$ cat src/inc/ssu_map.svh
// Register map, field positions, codes and timing constants of the serial unit.
`ifndef SSU_MAP_SVH
`define SSU_MAP_SVH
`define SSU_OFS_CTRL 8'h00
`define SSU_OFS_STAT 8'h04
`define SSU_OFS_DATA 8'h08
`define SSU_CTRL_MODE_LSB 0
`define SSU_CTRL_START_BIT 2
`define SSU_CTRL_EDGE_BIT 3
`define SSU_CTRL_ORDER_BIT 4
`define SSU_CTRL_CKS_LSB 5
`define SSU_CTRL_RESET 8'h00
`define SSU_STAT_RESET 6'h00
`define SSU_MODE_OFF 2'h0
`define SSU_MODE_DUPLEX 2'h3
`define SSU_CKS_EXT 3'h7
`define SSU_BITS_PER_BYTE 4'h8
`define SSU_CLK_NS 40
`define SSU_LINK_NS 320
`endif

$ cat src/inc/ssu_pkg.sv
// Types shared by the synchronous serial unit.
package ssu_pkg;
  typedef struct packed {
    logic [2:0] clockSource;
    logic bitOrder;
    logic edgeSel;
    logic startStop;
    logic [1:0] transferMode;
  } ssu_ctrl_t;
  typedef struct packed {
    logic underrun;
    logic overrun;
    logic rxDone;
    logic txFull;
    logic shiftActive;
    logic operating;
  } ssu_stat_t;
  typedef struct packed {
    logic sclkOut;
    logic sclkOe;
    logic serialOut;
  } ssu_pins_t;
endpackage

$ cat src/rtl/ssu_core.sv
// Full-duplex 8-bit synchronous serial unit with an APB register slave.
//
// The address map and the APB interface to the registers were left to the implementer.
`timescale 1ns/1ns
`include "ssu_map.svh"

// Overview of operation
// - Mode field 11 selects full-duplex operation.
// - Clock source 111 selects external clock.
// - While operating only mode 00 or stop.
// - Start loads buffer, shifts out and in.
// - Internal clock drives clock pin at rate.
// - Start without load sends undefined data.
// - Start sets operating, shifting, raises interrupt.
// - Eighth received bit clears shift-active flag.
// - Write with empty shifter loads immediately.
// - Write with busy shifter sets full.
// - Each byte sets receive-done and interrupts.
// - Internal, full buffer: continue, maybe overrun.
// - Internal, empty buffer: halt until write.
// - External without write: resend, flag underrun.
// - External: byte while receive-done sets overrun.
// - Stop when idle is immediate, no interrupt.
// - Stop while shifting finishes byte, interrupts.
// - Stopped clears operating, shifting, full flags.
// - Output high after internal stop, internal halt or mode 00 only.
// - Mode 00 forces stop, clears all status flags.
// - Reading data buffer clears receive-done.
// - Reading status clears overrun flag.
// - Reading status clears underrun flag.
module ssu_core (
  input wire logic clk, // System clock.
  input wire logic srst, // Synchronous reset.
  input wire logic psel, // APB select.
  input wire logic penable, // APB enable.
  input wire logic pwrite, // APB direction.
  input wire logic [7:0] paddr, // APB byte address.
  input wire logic [31:0] pwdata, // APB write data.
  output logic [31:0] prdata, // APB read data.
  output logic pready, // APB ready.
  output logic pslverr, // APB error.
  input wire logic sclkIn, // Clock pin level.
  output ssu_pkg::ssu_pins_t pins, // Clock pin drive and serial out.
  input wire logic serialIn, // Serial input pin.
  output logic serialIrq // Interrupt request pulse.
);
  import ssu_pkg::*;

  // ----------------------------------------
  // Helper functions
  // ----------------------------------------
  // Codes 0 and 1 give half periods no longer than the input synchroniser's delay,
  // so a partner that launches on the clock edge is only met from code 2 upward.
  function automatic logic [7:0] halfPeriod(input logic [2:0] cks);
    halfPeriod = 8'h01 << cks;
  endfunction

  function automatic logic firstBit(input logic [7:0] v, input logic msb);
    firstBit = msb ? v[7] : v[0];
  endfunction

  // ----------------------------------------
  // State
  // ----------------------------------------
  ssu_ctrl_t ctrl_reg, ctrl_next;
  ssu_stat_t stat_reg, stat_next;
  logic [7:0] txBuf_reg, txBuf_next;
  logic [7:0] rxBuf_reg, rxBuf_next;
  logic [7:0] txSh_reg, txSh_next;
  logic [7:0] rxSh_reg, rxSh_next;
  logic [7:0] capture;
  logic [3:0] bitCnt_reg, bitCnt_next;
  logic [7:0] div_reg, div_next;
  logic stopPend_reg, stopPend_next;
  logic sclk_reg, sclk_next;
  logic so_reg, so_next;
  logic irq_reg, irq_next;
  logic [31:0] rd_reg, rd_next;
  logic sync1_reg, sync2_reg, prev_reg;
  logic si1_reg, si2_reg;

  logic extSel, intRun, tick, fallEvt, riseEvt;
  logic sampleEvt, shiftEvt, active, byteDone;
  logic access, wrCtrl, wrData, rdStat, rdData, hit;
  ssu_ctrl_t wc;

  assign wc = ssu_ctrl_t'(pwdata[7:0]);
  assign extSel = ctrl_reg.clockSource == `SSU_CKS_EXT;
  assign intRun = stat_reg.operating & stat_reg.shiftActive & ~extSel;
  assign tick = intRun & (div_reg == halfPeriod(ctrl_reg.clockSource) - 8'h01);
  assign fallEvt = extSel ? (prev_reg & ~sync2_reg & stat_reg.operating)
                          : (tick & sclk_reg);
  assign riseEvt = extSel ? (~prev_reg & sync2_reg & stat_reg.operating)
                          : (tick & ~sclk_reg);
  assign sampleEvt = ctrl_reg.edgeSel ? fallEvt : riseEvt;
  assign shiftEvt = ctrl_reg.edgeSel ? riseEvt : fallEvt;
  assign active = stat_reg.shiftActive | (extSel & stat_reg.operating);
  assign byteDone = sampleEvt & active & (bitCnt_reg == `SSU_BITS_PER_BYTE - 4'h1);
  assign capture = ctrl_reg.bitOrder ? {rxSh_reg[6:0], si2_reg}
                                     : {si2_reg, rxSh_reg[7:1]};

  // ----------------------------------------
  // APB decode
  // ----------------------------------------
  assign hit = paddr == `SSU_OFS_CTRL || paddr == `SSU_OFS_STAT || paddr == `SSU_OFS_DATA;
  assign access = psel & penable;
  assign pready = access;
  assign pslverr = access & ~hit;
  assign prdata = rd_reg;
  assign wrCtrl = access & pwrite & (paddr == `SSU_OFS_CTRL);
  assign wrData = access & pwrite & (paddr == `SSU_OFS_DATA);
  assign rdStat = access & ~pwrite & (paddr == `SSU_OFS_STAT);
  assign rdData = access & ~pwrite & (paddr == `SSU_OFS_DATA);

  always_comb begin
    rd_next = rd_reg;
    if (psel & ~penable & ~pwrite) begin
      case (paddr)
        `SSU_OFS_CTRL: rd_next = {24'h000000, ctrl_reg};
        `SSU_OFS_STAT: rd_next = {26'h0000000, stat_reg};
        `SSU_OFS_DATA: rd_next = {24'h000000, rxBuf_reg};
        default: rd_next = 32'h00000000;
      endcase
    end
  end

  // ----------------------------------------
  // Serial engine and register effects
  // ----------------------------------------
  always_comb begin
    ctrl_next = ctrl_reg;
    stat_next = stat_reg;
    txBuf_next = txBuf_reg;
    rxBuf_next = rxBuf_reg;
    txSh_next = txSh_reg;
    rxSh_next = rxSh_reg;
    bitCnt_next = bitCnt_reg;
    stopPend_next = stopPend_reg;
    sclk_next = sclk_reg;
    so_next = so_reg;
    irq_next = 1'b0;
    div_next = intRun ? (tick ? 8'h00 : div_reg + 8'h01) : 8'h00;
    if (tick) begin
      sclk_next = ~sclk_reg;
    end
    if (rdStat) begin
      stat_next.overrun = 1'b0;
      stat_next.underrun = 1'b0;
    end
    if (rdData) begin
      stat_next.rxDone = 1'b0;
    end
    if ((sampleEvt | shiftEvt) & extSel & stat_reg.operating & ~stat_reg.shiftActive) begin
      stat_next.underrun = 1'b1;
      stat_next.shiftActive = 1'b1;
    end
    if (shiftEvt & active & (bitCnt_reg != 4'h0)) begin
      txSh_next = ctrl_reg.bitOrder ? {txSh_reg[6:0], 1'b0} : {1'b0, txSh_reg[7:1]};
      so_next = ctrl_reg.bitOrder ? txSh_reg[6] : txSh_reg[1];
    end
    if (sampleEvt & active) begin
      rxSh_next = capture;
      bitCnt_next = bitCnt_reg + 4'h1;
    end
    if (byteDone) begin
      bitCnt_next = 4'h0;
      stat_next.shiftActive = 1'b0;
      stat_next.rxDone = 1'b1;
      irq_next = 1'b1;
      if (stat_reg.rxDone & ~rdData) begin
        stat_next.overrun = 1'b1;
      end else begin
        rxBuf_next = capture;
      end
      if (stopPend_reg) begin
        stopPend_next = 1'b0;
        stat_next.operating = 1'b0;
        stat_next.txFull = 1'b0;
        if (!extSel) begin
          so_next = 1'b1;
          sclk_next = 1'b1;
        end
      end else if (stat_reg.txFull) begin
        stat_next.txFull = 1'b0;
        stat_next.shiftActive = 1'b1;
        txSh_next = txBuf_reg;
        so_next = firstBit(txBuf_reg, ctrl_reg.bitOrder);
      end else if (!extSel) begin
        so_next = 1'b1;
        sclk_next = 1'b1;
      end else begin
        txSh_next = txBuf_reg;
        so_next = firstBit(txBuf_reg, ctrl_reg.bitOrder);
      end
    end
    if (wrData) begin
      txBuf_next = pwdata[7:0];
      if (stat_next.operating & ~stat_next.shiftActive & ~stopPend_next) begin
        stat_next.shiftActive = 1'b1;
        txSh_next = pwdata[7:0];
        so_next = firstBit(pwdata[7:0], ctrl_reg.bitOrder);
        bitCnt_next = 4'h0;
        irq_next = ~extSel;
      end else if (stat_next.operating) begin
        stat_next.txFull = 1'b1;
      end
    end
    if (wrCtrl) begin
      if (!stat_reg.operating) begin
        ctrl_next = wc;
        if (wc.transferMode == `SSU_MODE_OFF) begin
          so_next = 1'b1;
          ctrl_next.startStop = 1'b0;
        end else if (wc.startStop && wc.transferMode == `SSU_MODE_DUPLEX) begin
          stat_next.operating = 1'b1;
          stat_next.shiftActive = 1'b1;
          irq_next = 1'b1;
          txSh_next = txBuf_reg;
          so_next = firstBit(txBuf_reg, wc.bitOrder);
          bitCnt_next = 4'h0;
          sclk_next = 1'b1;
          stopPend_next = 1'b0;
        end else begin
          ctrl_next.startStop = 1'b0;
        end
      end else if (wc.transferMode == `SSU_MODE_OFF) begin
        ctrl_next.transferMode = `SSU_MODE_OFF;
        ctrl_next.startStop = 1'b0;
        stat_next = `SSU_STAT_RESET;
        stopPend_next = 1'b0;
        so_next = 1'b1;
        sclk_next = 1'b1;
        bitCnt_next = 4'h0;
        irq_next = 1'b0;
      end else if (!wc.startStop) begin
        ctrl_next.startStop = 1'b0;
        if (!stat_next.shiftActive) begin
          stat_next.operating = 1'b0;
          stat_next.txFull = 1'b0;
          stopPend_next = 1'b0;
          if (!extSel) begin
            so_next = 1'b1;
            sclk_next = 1'b1;
          end
        end else begin
          stopPend_next = 1'b1;
        end
      end
    end
  end

  always_ff @(posedge clk) begin
    if (srst) begin
      ctrl_reg <= `SSU_CTRL_RESET;
      stat_reg <= `SSU_STAT_RESET;
      txBuf_reg <= 8'h00;
      rxBuf_reg <= 8'h00;
      txSh_reg <= 8'h00;
      rxSh_reg <= 8'h00;
      bitCnt_reg <= 4'h0;
      div_reg <= 8'h00;
      stopPend_reg <= 1'b0;
      sclk_reg <= 1'b1;
      so_reg <= 1'b1;
      irq_reg <= 1'b0;
      rd_reg <= 32'h00000000;
      sync1_reg <= 1'b1;
      sync2_reg <= 1'b1;
      prev_reg <= 1'b1;
    end else begin
      ctrl_reg <= ctrl_next;
      stat_reg <= stat_next;
      txBuf_reg <= txBuf_next;
      rxBuf_reg <= rxBuf_next;
      txSh_reg <= txSh_next;
      rxSh_reg <= rxSh_next;
      bitCnt_reg <= bitCnt_next;
      div_reg <= div_next;
      stopPend_reg <= stopPend_next;
      sclk_reg <= sclk_next;
      so_reg <= so_next;
      irq_reg <= irq_next;
      rd_reg <= rd_next;
      sync1_reg <= sclkIn;
      sync2_reg <= sync1_reg;
      prev_reg <= sync2_reg;
    end
  end

  // The serial input pin passes two flip-flops before the shift register takes it.
  always_ff @(posedge clk) begin
    si1_reg <= serialIn;
    si2_reg <= si1_reg;
  end

  assign pins.sclkOut = sclk_reg;
  assign pins.sclkOe = ~extSel & (ctrl_reg.transferMode != `SSU_MODE_OFF);
  assign pins.serialOut = so_reg;
  assign serialIrq = irq_reg;
endmodule

$ cat config.mk
export PLATFORM = sky130hd
export DESIGN_NAME = ssu_core
export DESIGN_NICKNAME = d
export VERILOG_FILES = /design/src/inc/ssu_pkg.sv /design/src/rtl/ssu_core.sv
export VERILOG_INCLUDE_DIRS = /design/src /design/src/inc
export SDC_FILE = /design/constraint.sdc
export NUM_CORES = 1
export LEC_CHECK = 0
export BUFFER_PORTS_ARGS = -buffer_cell sky130_fd_sc_hd__clkbuf_2
export CORE_MARGIN = 2
export CORE_UTILIZATION = 30
export DETAILED_ROUTE_END_ITERATION = 7
export PLACE_DENSITY = 0.56
export SYNTH_ARGS = -nofsm -noshare
export SYNTH_HDL_FRONTEND = slang
export SYNTH_SLANG_ARGS = --single-unit
$ cat constraint.sdc
create_clock -name clk -period 9.7 [get_ports clk]
set_input_delay 1.455 -clock clk [delete_from_list [all_inputs] [get_ports clk]]
set_output_delay 1.455 -clock clk [all_outputs]
set_load 0.05 [all_outputs]
==> summary.md <==
| Metric | Value |
|---|---|
| Status | `finished, final reports clean` |
| Clock power share | `0.464` |
| RSZ-0062 raised after global routing | `false` |
| Clk sink count | `75` |
| Critical path class | `flip-flop to flip-flop` |
| GRT overflow | `0` |
| Routed WL | `9650 microns` |
| H-tree levels | `3` |
| Synthesized cell area | `0.00415 sq mm` |
| Yosys top cell by area | `dfxtp_1` |
| Largest net degree at the start of global routing | `53` |
| Ant. Diodes | `0` |
| DR iter-0 viols | `187` |
| Seq/Total Area, Yosys | `0.362` |
| Top_reg_cell synth | `dfxtp_1` |
| Worst Hold Path EP | `si2_reg` |
| FILL cells | `1414` |
| Comb pwr share | `0.070` |
| Final Max Tran Viols | `0` |
| Worst stage delay on the critical path | `920 ps` |
| Synth warnings | `0` |
| Hold Path Class | `flip-flop to flip-flop` |
| Worst Path Max Fanout | `16` |
| Worst r2r path cells | `15` |
| Hold-fix buffer count after cts | `0` |
| Asr flop ratio synth | `0` |
| DR DRC count | `0` |
| Setup slack, reg-to-reg | `4990 ps` |
| Crit share post-route | `0.485` |
| Required time worst endpoint | `9920 ps` |
| Antenna viol nets, final | `0` |
| Mapped Avg Cell Area | `8.60 sq um` |
| Pwr/cell area | `144 mW/mm^2` |
| Cell family with most CP delay | `compound AO/OA/AOI/OAI gates` |
| Synth top area cells | `dfxtp_1 (36%), mux2i_1 (12%), nor2_1 (6.8%)` |
| DRT Pass-1 Iters | `5` |
| Die Area | `0.0148 sq mm` |
| Seq cells post-synth | `75` |
| Input/output buffers | `36` |
| DR vias/cell | `4.93` |
| Vias | `3349` |
| Post-Route Setup TNS | `0 ps` |
| Reg area | `0.00150 sq mm` |
| Die X | `122 microns` |
| Layout cells sized above 1 | `0.155` |
| Maximum Capacitance Violations | `0` |
| P_leak | `1.77 nW` |
| Max Freq | `0.212 GHz` |
| Clk root buf | `clkbuf_16` |
| Clk slew on worst S/H paths | `60 ps` |
| Unique masters post-synth | `60` |
| Boundary Pins | `85` |
| Worst skew pair latency | `340 ps` |
| Overall power | `0.000665 W` |
| Post-CTS Repair Setup Buffers | `0` |
| CTS tree | `yes` |
| Finished Core Util | `0.344` |
| Cells on Worst Hold Path | `0` |
| Crit-path slowest cell | `a22oi_1` |
| Initial Utilization | `0.310` |
| Switching pwr | `0.000168 W` |
| Num CTS Buffers | `9` |
| Fin Clk Skew | `7.00 ps` |
| All-layer global routing usage | `0.137` |
| WP buf/inv | `1` |
| Worst-margin pin slew | `1210 ps` |
| Footprint of the multi-input gates | `0.00239 sq mm` |
| Critical Path Source Type | `flip-flop` |
| Layout Cells excl Fill | `679` |
| VDD IR-drop max | `0.000110 V` |
| Die Ht | `122 microns` |
| Crit path time final | `4710 ps` |
| Dpl hpwl | `6950 microns` |
| Final hold violation count | `0` |
| Cell Int Power | `0.000497 W` |
| Final setup vio count | `0` |
| Global-route wire length before repair | `16100 microns` |
| Yosys top cell area share | `0.362` |
| Setup crit end kind | `flip-flop` |
| Gate Count Post-Synth | `483` |
| Core Region | `0.0134 sq mm` |
| Worst R2R End | `so_reg` |
| Maximum clock insertion buffer count | `2` |
| Critical R2R Launch | `ctrl_reg[5]` |
| Initial antenna violation count | `0` |
| Critical path arrival | `4930 ps` |
| HP Start | `si1_reg` |
| Switch share | `0.253` |
| Crit path cell chain | `inv_1 > or3_1 > ha_1 > xor2_1 > o31ai_1 > a2111oi_0 > o21ai_1 > nor3_1 > ha_1 > mux2_2 > nand3_1 > a22oi_1 > mux2_2 > a21oi_1 > o21ai_0` |
| Resized Gates After CTS | `0` |
| Rel. slew slack | `0.191` |
| Area grow syn2layout | `11.1%` |
| Placed Cells | `663` |
| Routability cong. | `0.858` |
| Average wire per standard cell | `14.2 microns` |
| Vias in the first global route | `3266` |
| Part of the power in registers | `0.466` |
| Post-synth EDFFs | `0` |
| # rows | `42` |
| Nets | `551` |
## final cells by class
class | count | area share
well taps | 176 | 0.0477
clock inverters | 6 | 0.00895
multi-input cells | 366 | 0.517
clock buffers | 10 | 0.0518
flip-flops and latches | 75 | 0.325
inverters | 8 | 0.00651
repair buffers | 38 | 0.0423
## synth_stat cells, types with 5 or more instances
master	count
buf_4	27
nor3_1	10
buf_1	5
nor3b_1	6
o221ai_1	9
nor2_1	75
ha_1	6
xor2_1	11
inv_1	7
dfxtp_1	75
mux2i_1	49
o21ai_0	14
clkbuf_1	20
buf_2	5
nand2_1	23
mux2_2	10
a21oi_1	36
nand3_1	13
xnor2_1	6
## cells by family (layout without fill, tap and decap cells)
logic type / after synthesis / in the layout / synth area share
and+or+nand+nor: 164 / 164 / 0.196
AOI/OAI and AO/OA: 96 / 96 / 0.158
DFF: 75 / 75 / 0.362
buffers and inverters: 65 / 62 / 0.0847
muxes: 59 / 59 / 0.145
xor gates and xnor gates: 17 / 17 / 0.0359
adders and majority gates: 6 / 6 / 0.0181
other: 1 / 24 / 0.000903
## per-layer routing
metal | GRT usage | routed length [microns] | up-vias
li1 | - | - | 1696
met4 | 0.0330 | 82 | 0
met1 | 0.176 | 4470 | 1547
met5 | 0 | 0 | -
met2 | 0.229 | 4540 | 96
met3 | 0.0370 | 561 | 10
## metrics by stage
step	instance area [sq um]	hold WS (ps)	setup WS, ps
detailed placement	4330	320	5020
floorplan	4240	310	5550
CTS	4610	332	4970
finish	4610	331	4990
global placement	4330	316	5110
global route	4610	342	4530
## how the worst max path moves through the flow
stage,startpoint,end,slack [ps],cells after the start
global route,ctrl_reg[5],so_reg,4530,15
global placement,ctrl_reg[5],so_reg,5110,15
CTS,ctrl_reg[5],so_reg,4970,15
floorplan,psel,pslverr,5550,2
finish,ctrl_reg[5],so_reg,4990,15
detailed placement,ctrl_reg[5],so_reg,5020,15
## power by group through the flow
stage / Combinational (W) / Sequential (W) / Clock, W
2_1_floorplan: 0.0000440 / 0.000316 / 0
3_3_place_gp: 0.0000464 / 0.000316 / 0
3_5_place_dp: 0.0000463 / 0.000317 / 0
4_1_cts: 0.0000465 / 0.000310 / 0.000318
5_1_grt: 0.0000502 / 0.000310 / 0.000332
6_report: 0.0000467 / 0.000310 / 0.000309
## placed cells by master, fill, tap and decap left out, types with 7 or more instances in the layout
cell	count
xor2_1	11
nand2_1	23
mux2_2	10
mux2i_1	49
o221ai_1	9
o21ai_0	14
conb_1	24
clkbuf_2	36
nand3_1	13
a21oi_1	36
inv_1	7
clkbuf_16	9
dfxtp_1	75
nor3_1	10
nor2_1	75
(Power assumes the default switching activity.)
